<file path="src/shared/flash_nv_pkg.sv">
package flash_nv_pkg;

  // ----------------------------------------------------------------------
  // Flash geometry and lock regions
  // ----------------------------------------------------------------------
  localparam int PAGE_BYTES = 256;
  localparam int PAGE_W = 11;
  localparam int PAGES_PER_REGION = 64;
  localparam int REGION_SHIFT = $clog2(PAGES_PER_REGION);
  localparam int MAX_LOCKS = 32;
  localparam int LOCK_IDX_W = 5;
  localparam int MAX_PLANES = 2;

  // ----------------------------------------------------------------------
  // General-purpose and calibration bits
  // ----------------------------------------------------------------------
  localparam int GP_BITS = 3;
  localparam int GP_BOD_EN = 0;
  localparam int GP_BOD_RST = 1;
  localparam int GP_BOOT_FLASH = 2;
  localparam int GP_IDX_W = 2;
  localparam int CAL_BITS = 8;

  // ----------------------------------------------------------------------
  // Layout of the nonvolatile image
  // ----------------------------------------------------------------------
  localparam int NV_LOCK_LSB = 0;
  localparam int NV_SEC_POS = 32;
  localparam int NV_GP_LSB = 33;
  localparam int NV_W = 36;

  // ----------------------------------------------------------------------
  // Command codes shared by the user interfaces and the fast port
  // ----------------------------------------------------------------------
  localparam int CMD_W = 4;
  localparam logic [CMD_W-1:0] CMD_READ = 4'h0;
  localparam logic [CMD_W-1:0] CMD_PROG_PAGE = 4'h1;
  localparam logic [CMD_W-1:0] CMD_ERASE_PAGE = 4'h2;
  localparam logic [CMD_W-1:0] CMD_FULL_ERASE = 4'h3;
  localparam logic [CMD_W-1:0] CMD_SET_LOCK = 4'h4;
  localparam logic [CMD_W-1:0] CMD_CLR_LOCK = 4'h5;
  localparam logic [CMD_W-1:0] CMD_SET_GP = 4'h6;
  localparam logic [CMD_W-1:0] CMD_CLR_GP = 4'h7;
  localparam logic [CMD_W-1:0] CMD_SET_SEC = 4'h8;

  // ----------------------------------------------------------------------
  // Operations handed to a flash plane
  // ----------------------------------------------------------------------
  localparam int FOP_W = 2;
  localparam logic [FOP_W-1:0] FOP_PROG = 2'h0;
  localparam logic [FOP_W-1:0] FOP_ERASE = 2'h1;
  localparam logic [FOP_W-1:0] FOP_FULL = 2'h2;

  // ----------------------------------------------------------------------
  // Reset values
  // ----------------------------------------------------------------------
  localparam logic [MAX_LOCKS-1:0] LOCK_RST = 32'h0;
  localparam logic [GP_BITS-1:0] GP_RST = 3'h0;
  localparam logic SEC_RST = 1'b0;
  localparam logic [CAL_BITS-1:0] CAL_RST = 8'h00;

endpackage : flash_nv_pkg

</file>
<file path="src/pin_sync.sv">
module pin_sync
  import flash_nv_pkg::*;
#(
  parameter int WIDTH = 4
) (
  // Clock and reset.
  input wire logic clk,
  input wire logic resetn,
  // Asynchronous pins and their synchronised copies.
  input wire logic [WIDTH-1:0] d,
  output logic [WIDTH-1:0] q
);

  logic [WIDTH-1:0] meta;

  // Two flip-flops per pin; only the second stage is read outside.
  always_ff @(posedge clk or negedge resetn) begin
    if (!resetn) begin
      meta <= '0;
      q <= '0;
    end else begin
      meta <= d;
      q <= meta;
    end
  end

endmodule : pin_sync

</file>
<file path="src/cmd_decode.sv">
module cmd_decode
  import flash_nv_pkg::*;
#(
  parameter int NUM_PLANES = 2,
  parameter int LOCKS_PER_PLANE = 16,
  parameter bit FAST_PORT = 1'b0,
  parameter int OWN_PLANE = 0
) (
  // Command from one source.
  input wire logic valid,
  input wire logic [CMD_W-1:0] code,
  input wire logic [PAGE_W-1:0] page,
  // Present state of the protection bits and the planes.
  input wire logic allowed,
  input wire logic [MAX_LOCKS-1:0] locks,
  input wire logic [NUM_PLANES-1:0] plane_busy,
  // Decoded effects of the command.
  output logic [MAX_LOCKS-1:0] lock_set,
  output logic [MAX_LOCKS-1:0] lock_clr,
  output logic [GP_BITS-1:0] gp_set,
  output logic [GP_BITS-1:0] gp_clr,
  output logic sec_set,
  output logic [NUM_PLANES-1:0] start,
  output logic [FOP_W-1:0] op,
  // Outcome of the command.
  output logic done,
  output logic read_ok,
  output logic lock_err,
  output logic refused
);

  localparam int NLOCK = NUM_PLANES * LOCKS_PER_PLANE;

  // One-hot plane vector for a plane number.
  function automatic logic [NUM_PLANES-1:0] plane_bit(input int n);
    logic [NUM_PLANES-1:0] v;
    v = '0;
    for (int p = 0; p < NUM_PLANES; p++) begin
      if (p == n) begin
        v[p] = 1'b1;
      end
    end
    return v;
  endfunction : plane_bit

  // Lock bits that cover the given planes.
  function automatic logic [MAX_LOCKS-1:0] region_mask(
    input logic [NUM_PLANES-1:0] pl
  );
    logic [MAX_LOCKS-1:0] m;
    m = '0;
    for (int i = 0; i < NLOCK; i++) begin
      if (pl[i / LOCKS_PER_PLANE]) begin
        m[i] = 1'b1;
      end
    end
    return m;
  endfunction : region_mask

  // ----------------------------------------------------------------------
  // Target region and plane
  // ----------------------------------------------------------------------
  wire [LOCK_IDX_W-1:0] idx = page[REGION_SHIFT +: LOCK_IDX_W];
  wire [GP_IDX_W-1:0] gp_idx = page[GP_IDX_W-1:0];
  wire in_range = int'(idx) < NLOCK;
  wire [NUM_PLANES-1:0] page_plane = plane_bit(int'(idx) / LOCKS_PER_PLANE);
  wire [NUM_PLANES-1:0] own_plane = plane_bit(OWN_PLANE);

  // ----------------------------------------------------------------------
  // Command class
  // ----------------------------------------------------------------------
  wire is_read = FAST_PORT && (code == CMD_READ);
  wire is_prog = code == CMD_PROG_PAGE;
  wire is_erase = code == CMD_ERASE_PAGE;
  wire is_full = code == CMD_FULL_ERASE;
  wire is_slock = code == CMD_SET_LOCK;
  wire is_clock = code == CMD_CLR_LOCK;
  wire is_sgp = !FAST_PORT && (code == CMD_SET_GP);
  wire is_cgp = !FAST_PORT && (code == CMD_CLR_GP);
  wire is_sec = code == CMD_SET_SEC;
  wire is_page_op = is_prog || is_erase;
  wire is_page = is_page_op || is_read || is_slock || is_clock;
  wire known = is_page || is_full || is_sgp || is_cgp || is_sec;

  // A controller runs page and full erase only in its own plane.
  wire [NUM_PLANES-1:0] full_tgt = FAST_PORT ? '1 : own_plane;
  wire [NUM_PLANES-1:0] tgt = is_full ? full_tgt : page_plane;
  wire own_ok = FAST_PORT || !is_page_op || (page_plane == own_plane);
  wire uses_plane = is_page_op || is_full || is_read;
  wire busy_hit = uses_plane && |(tgt & plane_busy);
  wire gp_ok = !(is_sgp || is_cgp) || (int'(gp_idx) < GP_BITS);

  // ----------------------------------------------------------------------
  // Outcome
  // ----------------------------------------------------------------------
  wire bad = !allowed || !known || (is_page && !in_range) || !own_ok ||
             !gp_ok || busy_hit;
  wire locked = is_page_op ? locks[idx] :
                (is_full && |(locks & region_mask(tgt)));
  wire ok = valid && !bad && !locked;
  wire [MAX_LOCKS-1:0] one_lock = {{(MAX_LOCKS-1){1'b0}}, 1'b1} << idx;
  wire [GP_BITS-1:0] one_gp = {{(GP_BITS-1){1'b0}}, 1'b1} << gp_idx;

  // Effects are only produced by an accepted command.
  assign refused = valid && bad;
  assign lock_err = valid && !bad && locked;
  assign done = ok;
  assign read_ok = ok && is_read;
  assign lock_set = (ok && is_slock) ? one_lock : '0;
  assign lock_clr = (ok && is_clock) ? one_lock : '0;
  assign gp_set = (ok && is_sgp) ? one_gp : '0;
  assign gp_clr = (ok && is_cgp) ? one_gp : '0;
  assign sec_set = ok && is_sec;
  assign start = (ok && (is_page_op || is_full)) ? tgt : '0;
  assign op = is_full ? FOP_FULL : (is_erase ? FOP_ERASE : FOP_PROG);

endmodule : cmd_decode

</file>
<file path="src/flash_nv_bit_protection.sv">
// Contract
// - Dual plane: two controllers, 16 lock bits each, 32 regions of 64 pages.
// - Single plane 256K: one controller with 16 lock bits of 64 pages.
// - Single plane 128K: one controller with 8 lock bits of 64 pages.
// - Program or erase on a locked region aborts and raises an interrupt.
// - Set-lock protects the addressed region; clear-lock unprotects it.
// - Erase pin clears every lock bit.
// - Dual plane: every lock bit is reachable from either controller.
// - Reads of one plane proceed while the other plane is busy.
// - Security bit set refuses debug port and fast port flash access.
// - Only set-security sets it; erase pin plus full erase clears it.
// - General bit 0 enables the brownout detector; erase pin clears it.
// - General bit 1 enables brownout reset; erase pin clears it.
// - General bits are set and cleared by their own commands.
// - Eight factory calibration bits are unwritable and survive the erase pin.
// - Fast programming needs the test pin and port A lines 0 and 1 high.
// - Fast port takes read, program, erase, full erase, lock, unlock, protect.
// - General bit 2 set boots from flash; clear maps the boot ROM at zero.
// - Erase pin clears general bit 2, returning to boot from ROM.
module flash_nv_bit_protection
  import flash_nv_pkg::*;
#(
  parameter int NUM_PLANES = 2,
  parameter int LOCKS_PER_PLANE = 16
) (
  // Clock and reset.
  input wire logic SYS_CLK,
  input wire logic RESETN,
  // Device pins.
  input wire logic ERASE_PIN,
  input wire logic TEST_MODE_PIN,
  input wire logic PORT_A_LINE_ZERO,
  input wire logic PORT_A_LINE_ONE,
  // User interface commands, one slice per controller.
  input wire logic [NUM_PLANES-1:0] CMD_VALID,
  input wire logic [NUM_PLANES*CMD_W-1:0] CMD_CODE,
  input wire logic [NUM_PLANES*PAGE_W-1:0] CMD_PAGE,
  output logic [NUM_PLANES-1:0] CMD_DONE,
  output logic [NUM_PLANES-1:0] CMD_REFUSED,
  output logic [NUM_PLANES-1:0] CMD_LOCK_IRQ,
  // Fast programming port commands.
  input wire logic FP_CMD_VALID,
  input wire logic [CMD_W-1:0] FP_CMD_CODE,
  input wire logic [PAGE_W-1:0] FP_CMD_PAGE,
  output logic FP_MODE,
  output logic FP_DONE,
  output logic FP_REFUSED,
  output logic FP_LOCK_ERR,
  output logic FP_READ_GRANT,
  // Debug emulator port access check.
  input wire logic DBG_REQ,
  output logic DBG_GRANT,
  // Flash plane sequencers.
  input wire logic [NUM_PLANES-1:0] FLASH_BUSY,
  output logic [NUM_PLANES-1:0] FLASH_START,
  output logic [NUM_PLANES*FOP_W-1:0] FLASH_OP,
  output logic [NUM_PLANES*PAGE_W-1:0] FLASH_PAGE,
  output logic [NUM_PLANES-1:0] PLANE_READ_OK,
  // Nonvolatile bit storage.
  input wire logic [NV_W-1:0] NV_IMAGE_IN,
  input wire logic [CAL_BITS-1:0] CAL_IN,
  output logic NV_WRITE,
  output logic [NV_W-1:0] NV_IMAGE_OUT,
  // Protection and configuration status.
  output logic RESTORE_DONE,
  output logic [MAX_LOCKS-1:0] LOCK_BITS,
  output logic SECURITY,
  output logic BOD_ENABLE,
  output logic BOD_RESET_ENABLE,
  output logic BOOT_FROM_FLASH,
  output logic [CAL_BITS-1:0] CAL_BITS_OUT
);

  localparam int NP = NUM_PLANES;
  localparam int NS = NUM_PLANES + 1;
  localparam int NLOCK = NUM_PLANES * LOCKS_PER_PLANE;
  localparam logic [MAX_LOCKS-1:0] LOCK_MASK =
    MAX_LOCKS'((64'(1) << NLOCK) - 64'(1));

  typedef enum logic [1:0] {
    S_RESTORE,
    S_RUN,
    S_WIPE_START,
    S_WIPE_WAIT
  } seq_e;

  seq_e state, next_state;
  logic [MAX_LOCKS-1:0] locks, next_locks;
  logic [GP_BITS-1:0] gp, next_gp;
  logic sec, next_sec;
  logic armed;
  logic [CAL_BITS-1:0] cal;
  logic [NP-1:0][FOP_W-1:0] flash_op, next_op;
  logic [NP-1:0][PAGE_W-1:0] flash_page, next_page;
  logic [NP-1:0] next_start;
  logic [NV_W-1:0] nv_image;

  // ----------------------------------------------------------------------
  // Pin synchronisers
  // ----------------------------------------------------------------------
  logic [3:0] pins_s;

  pin_sync #(
    .WIDTH(4)
  ) u_pin_sync (
    .clk(SYS_CLK),
    .resetn(RESETN),
    .d({ERASE_PIN, TEST_MODE_PIN, PORT_A_LINE_ZERO, PORT_A_LINE_ONE}),
    .q(pins_s)
  );

  // The erase pin acts on its level; a held pin wipes only once.
  wire erase_s = pins_s[3];
  wire fp_entry = &pins_s[2:0];
  wire run = (state == S_RUN) && !erase_s;
  wire allow_ctrl = run && !FP_MODE;
  wire allow_fp = run && FP_MODE && !sec;
  wire [NP-1:0] plane_busy = FLASH_BUSY | FLASH_START;

  // ----------------------------------------------------------------------
  // Command decoders: one per controller, the last for the fast port
  // ----------------------------------------------------------------------
  logic src_valid [NS];
  logic [CMD_W-1:0] src_code [NS];
  logic [PAGE_W-1:0] src_page [NS];
  logic src_allow [NS];
  logic [MAX_LOCKS-1:0] d_lset [NS];
  logic [MAX_LOCKS-1:0] d_lclr [NS];
  logic [GP_BITS-1:0] d_gset [NS];
  logic [GP_BITS-1:0] d_gclr [NS];
  logic [NP-1:0] d_start [NS];
  logic [FOP_W-1:0] d_op [NS];
  logic [NS-1:0] d_sec, d_done, d_read, d_lerr, d_ref;

  for (genvar s = 0; s < NS; s++) begin : g_src
    if (s < NP) begin : g_ctrl
      // Every controller sees the full lock vector of the device.
      assign src_valid[s] = CMD_VALID[s];
      assign src_code[s] = CMD_CODE[s*CMD_W +: CMD_W];
      assign src_page[s] = CMD_PAGE[s*PAGE_W +: PAGE_W];
      assign src_allow[s] = allow_ctrl;
    end else begin : g_fast
      assign src_valid[s] = FP_CMD_VALID;
      assign src_code[s] = FP_CMD_CODE;
      assign src_page[s] = FP_CMD_PAGE;
      assign src_allow[s] = allow_fp;
    end

    cmd_decode #(
      .NUM_PLANES(NP),
      .LOCKS_PER_PLANE(LOCKS_PER_PLANE),
      .FAST_PORT(s == NP),
      .OWN_PLANE((s < NP) ? s : 0)
    ) u_dec (
      .valid(src_valid[s]),
      .code(src_code[s]),
      .page(src_page[s]),
      .allowed(src_allow[s]),
      .locks(locks),
      .plane_busy(plane_busy),
      .lock_set(d_lset[s]),
      .lock_clr(d_lclr[s]),
      .gp_set(d_gset[s]),
      .gp_clr(d_gclr[s]),
      .sec_set(d_sec[s]),
      .start(d_start[s]),
      .op(d_op[s]),
      .done(d_done[s]),
      .read_ok(d_read[s]),
      .lock_err(d_lerr[s]),
      .refused(d_ref[s])
    );
  end

  // ----------------------------------------------------------------------
  // Merge of all sources; a set wins over a clear of the same bit
  // ----------------------------------------------------------------------
  logic [MAX_LOCKS-1:0] all_lset, all_lclr;
  logic [GP_BITS-1:0] all_gset, all_gclr;
  logic [NP-1:0] cmd_start;
  logic [NP-1:0][FOP_W-1:0] cmd_op;
  logic [NP-1:0][PAGE_W-1:0] cmd_page;

  always_comb begin
    all_lset = '0;
    all_lclr = '0;
    all_gset = '0;
    all_gclr = '0;
    cmd_start = '0;
    cmd_op = flash_op;
    cmd_page = flash_page;
    for (int s = 0; s < NS; s++) begin
      all_lset = all_lset | d_lset[s];
      all_lclr = all_lclr | d_lclr[s];
      all_gset = all_gset | d_gset[s];
      all_gclr = all_gclr | d_gclr[s];
      for (int p = 0; p < NP; p++) begin
        if (d_start[s][p]) begin
          cmd_start[p] = 1'b1;
          cmd_op[p] = d_op[s];
          cmd_page[p] = src_page[s];
        end
      end
    end
  end

  // ----------------------------------------------------------------------
  // Sequencer: restore, normal service and erase-pin wipe
  // ----------------------------------------------------------------------
  always_comb begin
    next_state = state;
    next_locks = locks;
    next_gp = gp;
    next_sec = sec;
    next_start = '0;
    next_op = flash_op;
    next_page = flash_page;
    unique case (state)
      S_RESTORE: begin
        next_locks = NV_IMAGE_IN[NV_LOCK_LSB +: MAX_LOCKS] & LOCK_MASK;
        next_gp = NV_IMAGE_IN[NV_GP_LSB +: GP_BITS];
        next_sec = NV_IMAGE_IN[NV_SEC_POS];
        next_state = S_RUN;
      end
      S_RUN: begin
        if (erase_s && armed) begin
          next_locks = '0;
          next_gp[GP_BOD_EN] = 1'b0;
          next_gp[GP_BOD_RST] = 1'b0;
          next_gp[GP_BOOT_FLASH] = 1'b0;
          next_state = S_WIPE_START;
        end else begin
          next_locks = ((locks & ~all_lclr) | all_lset) & LOCK_MASK;
          next_gp = (gp & ~all_gclr) | all_gset;
          next_sec = sec | (|d_sec);
          next_start = cmd_start;
          next_op = cmd_op;
          next_page = cmd_page;
        end
      end
      S_WIPE_START: begin
        if (!(|plane_busy)) begin
          next_start = '1;
          for (int p = 0; p < NP; p++) begin
            next_op[p] = FOP_FULL;
            next_page[p] = '0;
          end
          next_state = S_WIPE_WAIT;
        end
      end
      S_WIPE_WAIT: begin
        if (!(|plane_busy)) begin
          next_sec = 1'b0;
          next_state = S_RUN;
        end
      end
    endcase
  end

  wire [NV_W-1:0] next_image = {next_gp, next_sec, next_locks};

  // State and protection bits.
  always_ff @(posedge SYS_CLK or negedge RESETN) begin
    if (!RESETN) begin
      state <= S_RESTORE;
      locks <= LOCK_RST;
      gp <= GP_RST;
      sec <= SEC_RST;
    end else begin
      state <= next_state;
      locks <= next_locks;
      gp <= next_gp;
      sec <= next_sec;
    end
  end

  // Factory calibration is loaded once and has no write path.
  always_ff @(posedge SYS_CLK or negedge RESETN) begin
    if (!RESETN) begin
      cal <= CAL_RST;
    end else if (state == S_RESTORE) begin
      cal <= CAL_IN;
    end
  end

  // The wipe is re-armed only once the erase pin has been released.
  always_ff @(posedge SYS_CLK or negedge RESETN) begin
    if (!RESETN) begin
      armed <= 1'b1;
    end else if (!erase_s) begin
      armed <= 1'b1;
    end else if (state == S_RUN) begin
      armed <= 1'b0;
    end
  end

  // Flash plane requests and per-plane read permission.
  always_ff @(posedge SYS_CLK or negedge RESETN) begin
    if (!RESETN) begin
      FLASH_START <= '0;
      flash_op <= '0;
      flash_page <= '0;
      PLANE_READ_OK <= '0;
    end else begin
      FLASH_START <= next_start;
      flash_op <= next_op;
      flash_page <= next_page;
      PLANE_READ_OK <= ~(FLASH_BUSY | next_start);
    end
  end

  // Command outcomes, one-cycle pulses.
  always_ff @(posedge SYS_CLK or negedge RESETN) begin
    if (!RESETN) begin
      CMD_DONE <= '0;
      CMD_REFUSED <= '0;
      CMD_LOCK_IRQ <= '0;
      FP_DONE <= 1'b0;
      FP_REFUSED <= 1'b0;
      FP_LOCK_ERR <= 1'b0;
      FP_READ_GRANT <= 1'b0;
    end else begin
      CMD_DONE <= d_done[NP-1:0];
      CMD_REFUSED <= d_ref[NP-1:0];
      CMD_LOCK_IRQ <= d_lerr[NP-1:0];
      FP_DONE <= d_done[NP];
      FP_REFUSED <= d_ref[NP];
      FP_LOCK_ERR <= d_lerr[NP];
      FP_READ_GRANT <= d_read[NP];
    end
  end

  // Mode, debug gate and nonvolatile write-back.
  always_ff @(posedge SYS_CLK or negedge RESETN) begin
    if (!RESETN) begin
      FP_MODE <= 1'b0;
      DBG_GRANT <= 1'b0;
      NV_WRITE <= 1'b0;
      nv_image <= '0;
      RESTORE_DONE <= 1'b0;
    end else begin
      FP_MODE <= fp_entry;
      DBG_GRANT <= DBG_REQ && !next_sec;
      NV_WRITE <= (state != S_RESTORE) && (next_image != nv_image);
      nv_image <= next_image;
      RESTORE_DONE <= 1'b1;
    end
  end

  // ----------------------------------------------------------------------
  // Status outputs, taken straight from the flip-flops
  // ----------------------------------------------------------------------
  assign FLASH_OP = flash_op;
  assign FLASH_PAGE = flash_page;
  assign NV_IMAGE_OUT = nv_image;
  assign LOCK_BITS = locks;
  assign SECURITY = sec;
  assign BOD_ENABLE = gp[GP_BOD_EN];
  assign BOD_RESET_ENABLE = gp[GP_BOD_RST];
  assign BOOT_FROM_FLASH = gp[GP_BOOT_FLASH];
  assign CAL_BITS_OUT = cal;

endmodule : flash_nv_bit_protection

</file>
<file path="config.mk">
export PLATFORM = sky130hd
export DESIGN_NAME = flash_nv_bit_protection
export DESIGN_NICKNAME = d
export VERILOG_FILES = /design/src/shared/flash_nv_pkg.sv /design/src/pin_sync.sv /design/src/cmd_decode.sv /design/src/flash_nv_bit_protection.sv
export SDC_FILE = /design/constraint.sdc
export NUM_CORES = 1
export LEC_CHECK = 0
export BUFFER_PORTS_ARGS = -buffer_cell sky130_fd_sc_hd__buf_4
export CAP_MARGIN = 20
export CORE_MARGIN = 1
export CORE_UTILIZATION = 31
export DETAILED_ROUTE_END_ITERATION = 10
export HOLD_SLACK_MARGIN = 0.08
export MAX_ROUTING_LAYER = met4
export SLEW_MARGIN = 20
export SYNTH_ARGS = -nofsm -noshare
export SYNTH_HDL_FRONTEND = slang
export SYNTH_SLANG_ARGS = --single-unit
</file>
<file path="constraint.sdc">
create_clock -name SYS_CLK -period 5.2 [get_ports SYS_CLK]
set_input_delay 0.26 -clock SYS_CLK [delete_from_list [all_inputs] [get_ports SYS_CLK]]
set_output_delay 0.26 -clock SYS_CLK [all_outputs]
set_load 0.05 [all_outputs]
</file>
==> flow_summary.json <==
{
  "status": "finished, final reports clean",
  "synth.area.mux_share": 0.0969,
  "die-area_um2": 29700,
  "cts.path.max_buffers": 2,
  "synth_xor_area_frac": 0.00389,
  "post-route-util": 0.394,
  "h-tree-depth": 3,
  "worst_clock_skew_ns": 0.0126,
  "crit_type": "reg2reg",
  "cpLargestDelayFamily": "simple AND/OR/NAND/NOR gates",
  "period_share": 0.890,
  "drtIter0Drc": 1323,
  "post_synth.cell_area_avg_um2": 8.19,
  "cts-root-buf": "clkbuf_16",
  "yosys.area_share.adder": 0.00834,
  "critPathSlowestCell": "nor3_2",
  "die_y_um": 172,
  "async_reset_ff_frac": 1.00,
  "yosysWarnings": 0,
  "hpwl_mm": 40.5,
  "synth_commonest_cells": "nand2_1 (119), dfrtp_1 (98), nor2_1 (90), o21ai_0 (61), a21oi_1 (50)",
  "viasPerCell": 6.50,
  "drc": 0,
  "tightestPinTransition_ns": 1.06,
  "synth_ff_type": "dfrtp_1",
  "drive_gt1_frac": 0.281,
  "synth_compound_area_frac": 0.265,
  "ir_drop_uv": 539,
  "fmax_mhz": 216,
  "setup_viol": 0,
  "ys_ff_latch": 99,
  "max_stage_delay_ns": 0.81,
  "syn_area_um2": 9000,
  "yosysTopAreaCell": "dfrtp_1",
  "min_path_type": "in2reg",
  "setup.worst_path.end_class": "flip-flop",
  "io_pins": 225,
  "fin_nets": 1370,
  "max_slew_margin": 0.289,
  "cts.sinks": 99,
  "cts_tree": "done",
  "worstSetupStartpointType": "flip-flop",
  "report.final.slew_viol_count": 0,
  "synthToLayoutAreaGrowth_pct": 25.3,
  "grt_overflow_total": 0,
  "start_util": 0.314,
  "synthTopCellsByArea": "dfrtp_1 (27%), nand2_1 (5.0%), mux4_2 (3.8%), nor2_1 (3.8%), mux2i_1 (3.6%)",
  "final_area_um2": 11300,
  "rsz0062_at_grt": "false",
  "wl_mm": 52.6,
  "grt_use_total": 0.366,
  "synthCells": 1099,
  "synth_seq_area_share": 0.275,
  "die_w_um": 172,
  "crit_fanout": 14,
  "cts_made_buffers": 9,
  "synth-simple-area-share": 0.258,
  "cp.required_ns": 5.43,
  "drv_cap": 0,
  "place.gp.congestion": 1.12,
  "ant_nets": 0,
  "coreArea_um2": 28600,
  "period_needed_ns": 4.63,
  "antenna_found_initial": 1,
  "syn-num-nets": 1206,
  "port_buffers": 224,
  "wl_per_cell_um": 31.8,
  "critPathBufInv": 2,
  "crit_chain": "inv_1, ha_1, buf_4, nand4bb_2, nor3_2, a221o_1, nor3_1, and3_1, a2111oi_0, nand4_1, nor4_1, a41oi_1",
  "grt_max_degree": 51,
  "total_power_mw": 7.77,
  "synth_top_area_frac": 0.272,
  "ys_types": 97,
  "synth_enable_flop_cells": 0,
  "grt_pass1_wl_mm": 73.9,
  "place_area_um2": 10900,
  "drt_pass1_iterations": 7,
  "vias": 10800,
  "clk_pin_slew_ns": 0.08,
  "arrival_ns": 4.86,
  "synth_top_family_by_area": "compound AO/OA/AOI/OAI gates",
  "hold_viol": 0,
  "grt_pass1_vias": 10200,
  "power_density_nw_per_um2": 688,
  "setup_tns_ns": 0,
  "clock_latency_ns": 0.38,
  "rows": 62,
  "yosysMostFrequentCell": "nand2_1",
  "leakagePower_nw": 4.73
}
cell usage in the layout (no fill, tap or decap), types with 11 or more instances in the layout:
master	n
a211oi_1	17
a21oi_1	50
a221o_1	18
a221oi_1	18
a31oi_1	19
and2_1	12
and3_1	11
buf_4	268
dfrtp_1	98
inv_1	35
mux2_2	12
mux2i_1	32
mux4_2	15
nand2_1	119
nand2b_1	15
nand3_1	34
nand4_1	13
nor2_1	89
nor2b_1	13
nor3_1	35
nor4_1	18
o21ai_0	61
o221ai_1	24
o22ai_1	15
or3_1	13
worst register-to-register path, cell delays in order, from the launching register on:
cell and delay (ns):
dfrtp_1 0.43, inv_1 0.13, ha_1 0.37, buf_4 0.31, nand4bb_2 0.22, nor3_2 0.81
a221o_1 0.32, nor3_1 0.10, and3_1 0.17, a2111oi_0 0.80, nand4_1 0.27, nor4_1 0.40
a41oi_1 0.15
kinds of logic after synthesis:
group | Yosys count
compound gates | 328
xor+xnor | 4
fa+ha+maj | 6
buf+inv | 159
flops | 99
mux | 62
other cells | 1
simple gates | 440
area by class of cell:
type,count,area (um^2)
well taps,384,480
multi-input cells,841,5740
fillers,2933,17300
repair buffers,276,2100
inverters,36,135
diodes,2,5.00
flip-flops and latches,99,2480
clock inverters,7,115
clock buffers,9,225
layer usage:
metal  global-route usage  vias to the layer above  wire length, um
met5                    -                        -                0
met4                0.157                        0             2390
met3               0.0645                      148             5480
met2                0.550                      792            23200
met1                0.481                     5321            21600
li1                     -                     4497                -
registers in the layout, indices dropped and copies added (netlist names), 2 cells and up:
register,count
u_pin_sync.meta,4
state,2
PLANE_READ_OK,2
FLASH_PAGE,22
u_pin_sync.q,4
NV_IMAGE_OUT,35
CMD_LOCK_IRQ,2
FLASH_OP,4
CAL_BITS_OUT,8
CMD_REFUSED,2
FLASH_START,2
CMD_DONE,2
path summary, 6_finish.rpt:
path / slack, ns / start / end / depth (start not counted)
min reg2reg: 0.35 / u_pin_sync.meta[0] / u_pin_sync.q[0] / 0
max: 0.57 / state[1] / NV_WRITE / 12
min in group asynchronous: 0.43 / RESETN / u_pin_sync.meta[1] / 2
max in group asynchronous: 3.63 / RESETN / NV_IMAGE_OUT[19] / 3
min: 0.09 / DBG_REQ / DBG_GRANT / 3
max reg2reg: 0.57 / state[1] / NV_WRITE / 12
metrics by stage:
stage	instances	worst slack, ns	hold WS, ns
2_1_floorplan	1099	1.81	-0.0356
3_3_place_gp	1629	0.862	0.328
3_5_place_dp	1629	0.823	0.333
4_1_cts	1652	0.827	0.0865
5_1_grt	1653	0.507	0.0967
6_report	1654	0.570	0.0940
timing repair:
action | CTS | global route
resized for setup | 0 | 0
hold buffers | 7 | 0
endpoints found under the hold margin | 54 | 0
buffers inserted | 0 | 0
power by group:
group,internal (mW),switching [mW]
Combinational,1.71,3.56
Sequential,1.06,0.634
Clock,0.435,0.364
Total,3.21,4.56
(Power assumes the default switching activity.)
